File: config.mk
export PLATFORM = sky130hd
export DESIGN_NAME = adc_upper_config_registers
export DESIGN_NICKNAME = d
export VERILOG_FILES = /design/src/design/adc_cfg_pkg.sv /design/src/design/noise_shift_lane.sv /design/src/design/sample_pipeline.sv /design/src/design/adc_upper_config_registers.sv
export SDC_FILE = /design/constraint.sdc
export NUM_CORES = 2
export LEC_CHECK = 0
export BUFFER_PORTS_ARGS = -buffer_cell sky130_fd_sc_hd__buf_2
export CAP_MARGIN = 20
export CORE_UTILIZATION = 45
export CTS_CLUSTER_DIAMETER = 150
export CTS_CLUSTER_SIZE = 12
export DETAILED_ROUTE_END_ITERATION = 16
export GPL_TIMING_DRIVEN = 0
export PLACE_DENSITY = 0.65
export SLEW_MARGIN = 10
export SYNTH_ARGS = -nofsm -noshare
export SYNTH_HDL_FRONTEND = slang
export SYNTH_SLANG_ARGS = --single-unit
File: constraint.sdc
create_clock -name mclk_in -period 3.4 [get_ports mclk_in]
set_input_delay 0.34 -clock mclk_in [delete_from_list [all_inputs] [get_ports mclk_in]]
set_output_delay 0.34 -clock mclk_in [all_outputs]
set_load 0.01 [all_outputs]
File: src/design/adc_cfg_pkg.sv
package adc_cfg_pkg;
  // Register indices; byte address is four times the index
  localparam logic [7:0] IDX_TAP_FIRST = 8'hae;
  localparam logic [7:0] IDX_TAP_LAST = 8'hb9;
  localparam logic [7:0] IDX_EDGE_DELAY = 8'hbe;
  localparam logic [7:0] IDX_REF_SELECT = 8'hf0;
  localparam logic [7:0] IDX_UNLOCK = 8'h01;
  localparam logic [7:0] IDX_NOISE_SHIFT = 8'hc0;
  localparam logic [7:0] IDX_STATUS = 8'hc1;
  localparam int TAP_COUNT = 12;
  localparam int TAP_WIDTH = 12;
  localparam int CHANNELS = 8;
  localparam int SAMPLE_WIDTH = 12;
  localparam int PIPE_LATENCY = 12;
  // Field positions
  localparam int TOP_BIT = 15;
  localparam int UNLOCK_BIT = 4;
  localparam int DATA_RISE_LSB = 8;
  localparam int BITCLK_RISE_LSB = 5;
  localparam int DATA_FALL_LSB = 3;
  localparam int BITCLK_FALL_LSB = 0;
  // Reset values, default delays and single-ended detect count
  localparam logic [15:0] RST_REG = 16'h0000;
  localparam logic [1:0] DEF_DATA_DELAY = 2'h0;
  localparam logic [2:0] DEF_BITCLK_DELAY = 3'h0;
  localparam int SE_DETECT_CYCLES = 4;

  typedef struct packed {
    logic [1:0] data_rise;
    logic [2:0] bitclk_rise;
    logic [1:0] data_fall;
    logic [2:0] bitclk_fall;
  } edge_delay_s;

  typedef enum logic [1:0] {
    BUS_IDLE = 2'b00,
    BUS_ACK = 2'b01
  } bus_state_e;
endpackage

File: src/design/noise_shift_lane.sv
`timescale 1ns/100ps
module noise_shift_lane #(
  parameter int WIDTH = 12
) (
  input wire logic mclk_in,
  input wire logic rst_n_in,
  input wire logic enable_in,
  input wire logic [WIDTH-1:0] sample_in,
  output logic [WIDTH-1:0] sample_out
);
  // Alternating sign moves the band near zero to half the sample rate
  logic phase;
  wire logic [WIDTH-1:0] negated = WIDTH'(~sample_in + 1'b1);
  wire logic [WIDTH-1:0] shifted = phase ? negated : sample_in;

  always_ff @(posedge mclk_in) begin
    if (!rst_n_in) begin
      phase <= 1'b0;
      sample_out <= '0;
    end else begin
      phase <= ~phase;
      sample_out <= enable_in ? shifted : sample_in; // [RULE14]
    end
  end
endmodule

File: src/design/sample_pipeline.sv
`timescale 1ns/100ps
module sample_pipeline #(
  parameter int WIDTH = 96,
  parameter int DEPTH = 12
) (
  input wire logic mclk_in,
  input wire logic rst_n_in,
  input wire logic [WIDTH-1:0] data_in,
  output logic [WIDTH-1:0] data_out
);
  logic [WIDTH-1:0] stage [DEPTH];

  always_ff @(posedge mclk_in) begin
    if (!rst_n_in) begin
      for (int i = 0; i < DEPTH; i++) begin
        stage[i] <= '0;
      end
    end else begin
      stage[0] <= data_in;
      for (int i = 1; i < DEPTH; i++) begin
        stage[i] <= stage[i-1]; // [RULE11]
      end
    end
  end

  assign data_out = stage[DEPTH-1];
endmodule

File: src/design/adc_upper_config_registers.sv
// Function
// [RULE1] Twelve 16-bit channel 8 tap registers
// [RULE2] Top tap bit selects user taps
// [RULE3] Software writes zeros to unused bits
// [RULE4] Edge delays apply only when enabled
// [RULE5] Data-lane rise 9:8, fall 4:3
// [RULE6] Bit-clock rise 7:5, fall 2:0
// [RULE7] Reference register needs upper-map unlock bit
// [RULE8] Reference top bit selects outside reference
// [RULE9] Outside reference powers down internal amplifiers
// [RULE10] All channels sampled together each edge
// [RULE11] Output appears twelve cycles after sampling
// [RULE12] Single-ended clock auto-detected, bias off
// [RULE13] Noise shifting enabled per channel
// [RULE14] Shift band near zero to half-rate
//
// Our own choice: the Wishbone slave port.
`timescale 1ns/100ps
module adc_upper_config_registers #(
  parameter int CH = adc_cfg_pkg::CHANNELS,
  parameter int SW = adc_cfg_pkg::SAMPLE_WIDTH
) (
  // Clock and reset
  input wire logic mclk_in,
  input wire logic rst_n_in,
  // Wishbone slave
  input wire logic wb_cyc_in,
  input wire logic wb_stb_in,
  input wire logic wb_we_in,
  input wire logic [9:0] wb_adr_in,
  input wire logic [3:0] wb_sel_in,
  input wire logic [31:0] wb_dat_in,
  output logic [31:0] wb_dat_out,
  output logic wb_ack_out,
  // Converter data
  input wire logic [CH*SW-1:0] samples_in,
  output logic [CH*SW-1:0] samples_out,
  // Clock-input pin sense
  input wire logic clk_neg_pin_low_in,
  output logic clk_bias_enable_out,
  // Filter and link control
  output logic user_taps_select_ch8_out,
  output logic [adc_cfg_pkg::TAP_COUNT*adc_cfg_pkg::TAP_WIDTH-1:0] tap_value_ch8_out,
  output adc_cfg_pkg::edge_delay_s edge_delay_out,
  // Reference control
  output logic outside_reference_select_out,
  output logic ref_amp_enable_out
);
  logic [15:0] tap_reg [adc_cfg_pkg::TAP_COUNT];
  logic [15:0] edge_reg;
  logic [15:0] ref_reg;
  logic [15:0] unlock_reg;
  logic [CH-1:0] lowfreq_noise_shift_ch;
  logic [CH*SW-1:0] sampled;
  logic [CH*SW-1:0] shifted;
  logic [CH*SW-1:0] pipe_out;
  logic [SW-1:0] lane_out [CH];
  logic se_sync1;
  logic se_sync2;
  logic [2:0] se_count;
  logic single_ended;
  adc_cfg_pkg::bus_state_e state;

  // Address decode
  wire logic [7:0] idx = wb_adr_in[9:2];
  wire logic req = wb_cyc_in && wb_stb_in && state == adc_cfg_pkg::BUS_IDLE;
  wire logic wr = req && wb_we_in;
  wire logic in_taps = idx >= adc_cfg_pkg::IDX_TAP_FIRST && idx <= adc_cfg_pkg::IDX_TAP_LAST;
  wire logic [3:0] tap_sel = 4'(idx - adc_cfg_pkg::IDX_TAP_FIRST);
  wire logic unlocked = unlock_reg[adc_cfg_pkg::UNLOCK_BIT];
  wire logic hit_ref = idx == adc_cfg_pkg::IDX_REF_SELECT && unlocked; // [RULE7]

  function automatic logic [15:0] merge(input logic [15:0] old, input logic [31:0] d,
                                        input logic [3:0] sel);
    logic [15:0] r;
    r = old;
    if (sel[0]) begin
      r[7:0] = d[7:0];
    end
    if (sel[1]) begin
      r[15:8] = d[15:8];
    end
    return r;
  endfunction

  logic [15:0] rd_mux;
  always_comb begin
    rd_mux = 16'h0000;
    if (in_taps) begin
      rd_mux = tap_reg[tap_sel];
    end else begin
      case (idx)
        adc_cfg_pkg::IDX_EDGE_DELAY: rd_mux = edge_reg;
        adc_cfg_pkg::IDX_UNLOCK: rd_mux = unlock_reg;
        adc_cfg_pkg::IDX_NOISE_SHIFT: rd_mux = {8'h00, lowfreq_noise_shift_ch};
        adc_cfg_pkg::IDX_STATUS: rd_mux = {15'h0000, single_ended};
        adc_cfg_pkg::IDX_REF_SELECT: rd_mux = hit_ref ? ref_reg : 16'h0000; // [RULE7]
        default: rd_mux = 16'h0000;
      endcase
    end
  end

  // Bus handshake: ack one cycle after request; no request is taken in the ack cycle
  always_ff @(posedge mclk_in) begin
    if (!rst_n_in) begin
      state <= adc_cfg_pkg::BUS_IDLE;
      wb_ack_out <= 1'b0;
      wb_dat_out <= '0;
    end else begin
      case (state)
        adc_cfg_pkg::BUS_IDLE: begin
          wb_ack_out <= req;
          wb_dat_out <= {16'h0000, rd_mux};
          if (req) begin
            state <= adc_cfg_pkg::BUS_ACK;
          end
        end
        adc_cfg_pkg::BUS_ACK: begin
          wb_ack_out <= 1'b0;
          state <= adc_cfg_pkg::BUS_IDLE;
        end
        default: begin
          wb_ack_out <= 1'b0;
          state <= adc_cfg_pkg::BUS_IDLE;
        end
      endcase
    end
  end

  // Register writes; unused bits stored as written except bits 15:8 of the noise-shift register, software keeps them zero
  always_ff @(posedge mclk_in) begin
    if (!rst_n_in) begin
      for (int i = 0; i < adc_cfg_pkg::TAP_COUNT; i++) begin
        tap_reg[i] <= adc_cfg_pkg::RST_REG;
      end
      edge_reg <= adc_cfg_pkg::RST_REG;
      ref_reg <= adc_cfg_pkg::RST_REG;
      unlock_reg <= adc_cfg_pkg::RST_REG;
      lowfreq_noise_shift_ch <= '0;
    end else if (wr) begin
      if (in_taps) begin
        tap_reg[tap_sel] <= merge(tap_reg[tap_sel], wb_dat_in, wb_sel_in); // [RULE1]
      end
      if (idx == adc_cfg_pkg::IDX_EDGE_DELAY) begin
        edge_reg <= merge(edge_reg, wb_dat_in, wb_sel_in);
      end
      if (hit_ref) begin
        ref_reg <= merge(ref_reg, wb_dat_in, wb_sel_in); // [RULE7]
      end
      if (idx == adc_cfg_pkg::IDX_UNLOCK) begin
        unlock_reg <= merge(unlock_reg, wb_dat_in, wb_sel_in);
      end
      if (idx == adc_cfg_pkg::IDX_NOISE_SHIFT && wb_sel_in[0]) begin
        lowfreq_noise_shift_ch <= wb_dat_in[CH-1:0]; // [RULE13]
      end
    end
  end

  // Control outputs, all registered
  wire logic edge_en = edge_reg[adc_cfg_pkg::TOP_BIT];
  wire logic [1:0] dr = edge_reg[adc_cfg_pkg::DATA_RISE_LSB +: 2]; // [RULE5]
  wire logic [1:0] df = edge_reg[adc_cfg_pkg::DATA_FALL_LSB +: 2]; // [RULE5]
  wire logic [2:0] cr = edge_reg[adc_cfg_pkg::BITCLK_RISE_LSB +: 3]; // [RULE6]
  wire logic [2:0] cf = edge_reg[adc_cfg_pkg::BITCLK_FALL_LSB +: 3]; // [RULE6]
  logic [adc_cfg_pkg::TAP_COUNT*adc_cfg_pkg::TAP_WIDTH-1:0] tap_flat;
  always_comb begin
    for (int i = 0; i < adc_cfg_pkg::TAP_COUNT; i++) begin
      tap_flat[i*adc_cfg_pkg::TAP_WIDTH +: adc_cfg_pkg::TAP_WIDTH] =
        tap_reg[i][adc_cfg_pkg::TAP_WIDTH-1:0];
    end
  end

  always_ff @(posedge mclk_in) begin
    if (!rst_n_in) begin
      user_taps_select_ch8_out <= 1'b0;
      tap_value_ch8_out <= '0;
      edge_delay_out <= '0;
      outside_reference_select_out <= 1'b0;
      ref_amp_enable_out <= 1'b1;
    end else begin
      // Select bit of the first tap register governs the whole bank
      user_taps_select_ch8_out <= tap_reg[0][adc_cfg_pkg::TOP_BIT]; // [RULE2]
      tap_value_ch8_out <= tap_flat; // [RULE1]
      if (edge_en) begin
        edge_delay_out <= '{dr, cr, df, cf}; // [RULE4]
      end else begin
        edge_delay_out <= '{adc_cfg_pkg::DEF_DATA_DELAY, adc_cfg_pkg::DEF_BITCLK_DELAY,
                            adc_cfg_pkg::DEF_DATA_DELAY, adc_cfg_pkg::DEF_BITCLK_DELAY};
      end
      outside_reference_select_out <= ref_reg[adc_cfg_pkg::TOP_BIT]; // [RULE8]
      ref_amp_enable_out <= ~ref_reg[adc_cfg_pkg::TOP_BIT]; // [RULE9]
    end
  end

  // Single-ended clock detect: negative pin held low for several cycles
  always_ff @(posedge mclk_in) begin
    if (!rst_n_in) begin
      se_sync1 <= 1'b0;
      se_sync2 <= 1'b0;
      se_count <= 3'h0;
      single_ended <= 1'b0;
      clk_bias_enable_out <= 1'b1;
    end else begin
      se_sync1 <= clk_neg_pin_low_in;
      se_sync2 <= se_sync1;
      if (!se_sync2) begin
        se_count <= 3'h0;
      end else if (se_count != 3'(adc_cfg_pkg::SE_DETECT_CYCLES)) begin
        se_count <= se_count + 3'h1;
      end
      single_ended <= se_count == 3'(adc_cfg_pkg::SE_DETECT_CYCLES); // [RULE12]
      clk_bias_enable_out <= ~single_ended; // [RULE12]
    end
  end

  // All channels captured on the same edge
  always_ff @(posedge mclk_in) begin
    if (!rst_n_in) begin
      sampled <= '0;
    end else begin
      sampled <= samples_in; // [RULE10]
    end
  end

  for (genvar c = 0; c < CH; c++) begin : g_lane
    noise_shift_lane #(.WIDTH(SW)) u_lane (
      .mclk_in(mclk_in),
      .rst_n_in(rst_n_in),
      .enable_in(lowfreq_noise_shift_ch[c]), // [RULE13]
      .sample_in(sampled[c*SW +: SW]),
      .sample_out(lane_out[c])
    );
    assign shifted[c*SW +: SW] = lane_out[c];
  end

  // Capture, shift and output stages complete the total latency
  sample_pipeline #(.WIDTH(CH*SW), .DEPTH(adc_cfg_pkg::PIPE_LATENCY - 3)) u_pipe (
    .mclk_in(mclk_in),
    .rst_n_in(rst_n_in),
    .data_in(shifted),
    .data_out(pipe_out)
  );

  always_ff @(posedge mclk_in) begin
    if (!rst_n_in) begin
      samples_out <= '0;
    end else begin
      samples_out <= pipe_out; // [RULE11]
    end
  end
endmodule

=== Word level (Yosys, flattened, before mapping) ===
Memories as Yosys holds them, arrays and structs flattened. A register that Yosys moved wholly into a read port is not among the register bits.
Cells that the tools add are included.

* Bits in registers: 293
* Memory bits (writable): 1,056
* Bits of input ports: 148
* Memories kept: 2

{| class="wikitable"
|+ Memories
! name !! words !! width !! read ports !! clocked after memory_dff !! wr ports !! line !! text
|-
| u_pipe.stage || 9 || 96 || 9 || 1 || 9 || sample_pipeline.sv:11 || <nowiki>logic [WIDTH-1:0] stage [DEPTH];</nowiki>
|-
| tap_reg || 12 || 16 || 13 || 12 || 12 || adc_upper_config_registers.sv:49 || <nowiki>logic [15:0] tap_reg [adc_cfg_pkg::TAP_COUNT];</nowiki>
|}

* Add/sub/neg operators: 10
* Magnitude comparators: 2
* Equal/unequal tests: 7
* Muxes and demuxes: 45
* Bitwise logic cells: 27
* Reductions and logical operators: 31

{| class="wikitable"
|+ Operators by type and width
! operator !! number
|-
| $mux W96 || 9
|-
| $mux W12 || 16
|-
| $add A12 B1 Y12 const B || 8
|-
| $not A12 Y12 || 8
|-
| $pmux W16 S5 || 1
|-
| $mux W8 || 8
|-
| $mux W16 || 3
|-
| $eq A8 B8 Y1 const B || 4
|-
| $reduce_and A3 Y1 || 6
|-
| $reduce_or A16 Y1 || 1
|-
| $logic_not A1 Y1 || 13
|-
| $not A1 Y1 || 10
|-
| $or A1 B1 Y1 || 9
|-
| $eq A8 B1 Y1 const B || 1
|-
| $ge A8 B8 Y1 const B || 1
|-
| $le A8 B8 Y1 const B || 1
|-
| $reduce_and A2 Y1 || 4
|-
| $mux W1 || 7
|-
| $logic_and A1 B1 Y1 || 6
|-
| $mux W4 || 1
|-
| $sub A4 B4 Y4 const B || 1
|-
| $add A3 B1 Y3 const B || 1
|-
| $eq A3 B3 Y1 const B || 1
|-
| $ne A3 B3 Y1 const B || 1
|-
| $logic_not A2 Y1 || 1
|}

=== Depth between registers and ports, before layout ===
* Depth after elaboration: 8
* Mapped depth: 9

=== Cells and area by module ===
From an unflattened synthesis, not the netlist that was laid out.

* Cells, all modules: 4,353
* Area total of the unflattened synthesis: 53,930.5 sq um

{| class="wikitable"
|+ Modules (own cells, without submodules)
! module !! instances !! cells an instance !! area each (sq um) !! sequential area each (sq um)
|-
| sample_pipeline || 1 || 1,920 || 24,499.7 || 17,296.6
|-
| adc_upper_config_registers || 1 || 1,801 || 23,975.5 || 16,295.6
|-
| noise_shift_lane || 8 || 79 || 681.9 || 260.2
|}

=== Worst setup path after synthesis ===
Ideal clock, no wire load.

* Path kind: input to register
* From: input wb_adr_in[3]
* To: memory tap_reg[14][0] (enable)
* Library setup time: 0.409 ns
* Arrival: 2.607 ns
* Slack: 0.383 ns
* Stages: 7
* Path buffers: 2
* Cell sequence: buf_4 -> o21ai_0 -> a21oi_1 -> nor2_1 -> buf_2 -> nand3b_1 -> nor3_1

{| class="wikitable"
|+ RTL lines
! what !! line !! text
|-
| start: declaration || adc_upper_config_registers.sv:30 || <nowiki>input wire logic [9:0] wb_adr_in,</nowiki>
|-
| end: declaration || adc_upper_config_registers.sv:49 ||
|}

==> metrics.csv <==
stage,metric,value,unit
clocking,clk_lat worst skew,0.77,ns
timing,highest attainable clock frequency,291,MHz
synth,warning count from the yosys run,0,
pwr,leakage,0.0257,uW
clocking,total number of clock tree sinks,1654,
run,MaxCap Viol Count,0,
setup_path,"slowest stage delay, CP",0.60,ns
pwr,power spent charging and discharging nets,8180,uW
pwr,switching share of power,0.218,
setup_path,number of buffer and inverter instances along the worst setup path,3,
clocking,maximum number of buffers from clock root to sink,3,
routing,number of nets with antenna violations after routing,0,
pwr,Worst IR Drop VDD,426,uV
setup_path,Critical Path Start Type,register,
floorplanning,core area,113000,um2
finish,share of layout cells above drive strength 1,0.152,
synth,sequential area share after synthesis,0.691,
pwr,PwrDens,611,nW/um2
finish,net total in the final layout,4957,
synth,Synth top area share,0.542,
synth,post-synth top area cell,sky130_fd_sc_hd__dfxtp_1,
timing,Pins Over Slew Limit,0,
setup_path,sort of element at the end of the critical path,register,
timing,PnR worst setup slack,-0.0320,ns
routing,Post-Route WL,120,mm
grt,largest net degree at the start of global routing,17,
setup_path,arrival time reported for the critical path endpoint,3.78,ns
timing,final setup fails,16,
timing,number of failing hold endpoints at the final stage,0,
pwr,logic gate share of total power,0.048,
routing,Vias per Instance,4.64,
finish,"commonest cells after routing, fill and taps aside","1398 x sky130_fd_sc_hd__dfxtp_1, 1281 x sky130_fd_sc_hd__and2_1, 415 x sky130_fd_sc_hd__buf_2",
timing,setup repair after global routing missed its margin,true,
grt,combined global-route utilization of all metal layers,0.205,
clocking,number of levels the H-tree was split into,4,
grt,number of global-route vias before repair,28800,
grt,total global routing overflow,0,
finish,max FFs per register,864,
placement,number of buffers inserted by port buffering,397,
routing,final routed wire length divided by cell count,18.9,um
setup_path,top cell family by delay on the critical path,simple AND/OR/NAND/NOR gates,
routing,number of design rule violations left after detail routing,0,
floorplanning,DIE AREA,116000,um2
floorplanning,Die Wd,341,um
clocking,"Clk pin slew, worst setup/hold paths",0.06,ns
status,failing checks,negative setup slack,
synth,fraction of registers with async set/reset,0,
pwr,share of total power in sequential cells,0.544,
synth,Synth Register Bits,1654,
timing,Clock Skews,0.0519,ns
pwr,proportion of power drawn by the clock network,0.408,
floorplanning,Initial Utilization,0.457,
grt,wire length of the first global-routing pass,177,mm
finish,"most common cell after layout, fill and taps aside",sky130_fd_sc_hd__dfxtp_1,
placement,detailed placement HPWL,87.0,mm
routing,drt first-iter violations,1942,
routing,routed vias,29500,
floorplanning,Rows,123,
finish,"Non-Filler Cell Area, Final",61200,um2
setup_path,data required time at the worst endpoint,3.75,ns
min_path,classification of the worst-slack hold path,in2reg,
timing,actual transition at the worst max-transition pin,1.10,ns
floorplanning,die span in y,341,um
setup_path,cells along the critical path,clkbuf_1 -> and4b_1 -> buf_2 -> nand2_1 -> nor3b_2 -> nand2_1 -> clkbuf_1 -> nand2_2,
synth,Synth Area per Inst,12.6,um2
setup_path,Slowest cell on crit path,sky130_fd_sc_hd__clkbuf_1,
setup_path,Max Fanout on Critical Path,16,
synth,cell area after technology mapping,51600,um2
placement,post-detailed-placement cell area,55700,um2
grt,initial antenna violation count,23,
synth,prevailing post-synth register cell,sky130_fd_sc_hd__dfxtp_1,
setup_path,category of the most critical setup path,reg2reg,
timing,Post-Route Setup TNS,-0.277,ns
pwr,internal power consumption,29300,uW
placement,post-place setup slack,-0.720,ns
placement,final weighted congestion in routability-driven placement,0.884,
synth,"Distinct cells, synth",53,
status,result of the run,"complete, but fails checks",
timing,time the worst path needs with I/O delays and setup,3.43,ns
synth,instance count of the mapped netlist,4105,
timing,final worst path period share,1.01,
clocking,clock tree from TritonCTS,done,
routing,Detailed Routing Iterations Pass 1,5,
synth,largest cells by area after synthesis,"sky130_fd_sc_hd__dfxtp_1 54%, sky130_fd_sc_hd__and2_1 16%, sky130_fd_sc_hd__edfxtp_1 15%",
synth,number of flops mapped to enable cells by yosys,256,
clocking,CTS Buf Count,155,
clocking,Clock Root Buffer,sky130_fd_sc_hd__clkbuf_16,
floorplanning,IO Count,435,
finish,synth-to-layout area growth,18.6,%
timing,normalized max-slew margin,0.267,
[layer usage]
layer  vias up  global-route usage  part of all wire
li1      14500                   -                 -
met1     13700               0.277              0.44
met2      1049               0.317              0.44
met3       246              0.0443             0.075
met4        12              0.0936             0.041
met5         -                   0           0.00062
[per-stage QoR]
stage | hold WS [ns] | utilization | std cells | power (uW)
3_3_place_gp | 0.415 | 0.491 | 6017 | 22400
5_1_grt | 0.209 | 0.541 | 6343 | 38800
2_1_floorplan | 0.358 | - | 4120 | 21600
3_5_place_dp | 0.417 | 0.492 | 6025 | 22500
6_report | 0.181 | 0.541 | 6347 | 37400
4_1_cts | 0.138 | 0.541 | 6343 | 37800
[worst reg2reg max path, stage by stage (launching register included)]
cell and delay, ns:
sky130_fd_sc_hd__dfxtp_1 0.31, sky130_fd_sc_hd__clkbuf_1 0.44, sky130_fd_sc_hd__and4b_1 0.27, sky130_fd_sc_hd__buf_2 0.21
sky130_fd_sc_hd__nand2_1 0.21, sky130_fd_sc_hd__nor3b_2 0.09, sky130_fd_sc_hd__nand2_1 0.36, sky130_fd_sc_hd__clkbuf_1 0.60
sky130_fd_sc_hd__nand2_2 0.52
[power groups by stage]
| stage | logic, uW | registers, uW | clock network [uW] |
|---|---|---|---|
| after CTS | 1790 | 20400 | 15600 |
| final | 1800 | 20400 | 15300 |
| after global placement | 1660 | 20800 | 0 |
| after global routing | 1910 | 20400 | 16500 |
| after detailed placement | 1680 | 20800 | 0 |
| after floorplan | 882 | 20800 | 0 |
[area by class of cell]
type / count / area [um2]
clock buffers: 190 / 4060
fillers: 9579 / 51900
diodes: 4 / 10.0
plain buffers: 241 / 1090
flip-flops and latches: 1654 / 35700
multi-input cells: 2182 / 14800
clock inverters: 12 / 267
repair buffers: 521 / 3250
inverters: 43 / 161
well taps: 1500 / 1880
[cell families (layout without fill, tap and decap cells)]
family          after synthesis  in the layout  synth area share
mux                         184            184            0.0515
fa+ha+maj                    11             11           0.00266
other cells                   1             20         0.0000726
compound gates              160            160            0.0212
xor+xnor                     68             68            0.0119
simple gates               1743           1743             0.198
buf+inv                     284           1007            0.0242
flops                      1654           1654             0.691
[Yosys cell counts, types with 37 or more instances]
cell type	number
sky130_fd_sc_hd__dfxtp_1	1398
sky130_fd_sc_hd__and2_1	1281
sky130_fd_sc_hd__edfxtp_1	256
sky130_fd_sc_hd__nor2_1	232
sky130_fd_sc_hd__clkbuf_1	185
sky130_fd_sc_hd__mux2i_1	116
sky130_fd_sc_hd__nand2_1	68
sky130_fd_sc_hd__nor2b_1	67
sky130_fd_sc_hd__mux4_2	64
sky130_fd_sc_hd__inv_1	43
sky130_fd_sc_hd__o21ai_0	43
sky130_fd_sc_hd__xnor2_1	37
[final timing paths]
check,cells after the start,end,slack (ns),startpoint
setup / recovery,8,tap_reg[9][1]$_SDFFCE_PN0P_,-0.03,state[0]$_SDFFE_PN0N_
hold reg to reg,1,clk_bias_enable_out$_SDFF_PN1_,0.41,single_ended$_SDFF_PN0_
setup reg to reg,8,tap_reg[9][1]$_SDFFCE_PN0P_,-0.03,state[0]$_SDFFE_PN0N_
hold / removal,4,edge_reg[7]$_SDFFE_PN0P_,0.18,wb_sel_in[0]
[timing repair]
action | CTS | global route
hold endpoints to repair | 154 | 0
buffers inserted | 0 | 0
endpoints found under the setup margin | 144 | 118
gates resized for setup | 9 | 11
hold buffers | 116 | 0
cloned | 0 | 0
Note: power is estimated with default switching activity, not from simulation.
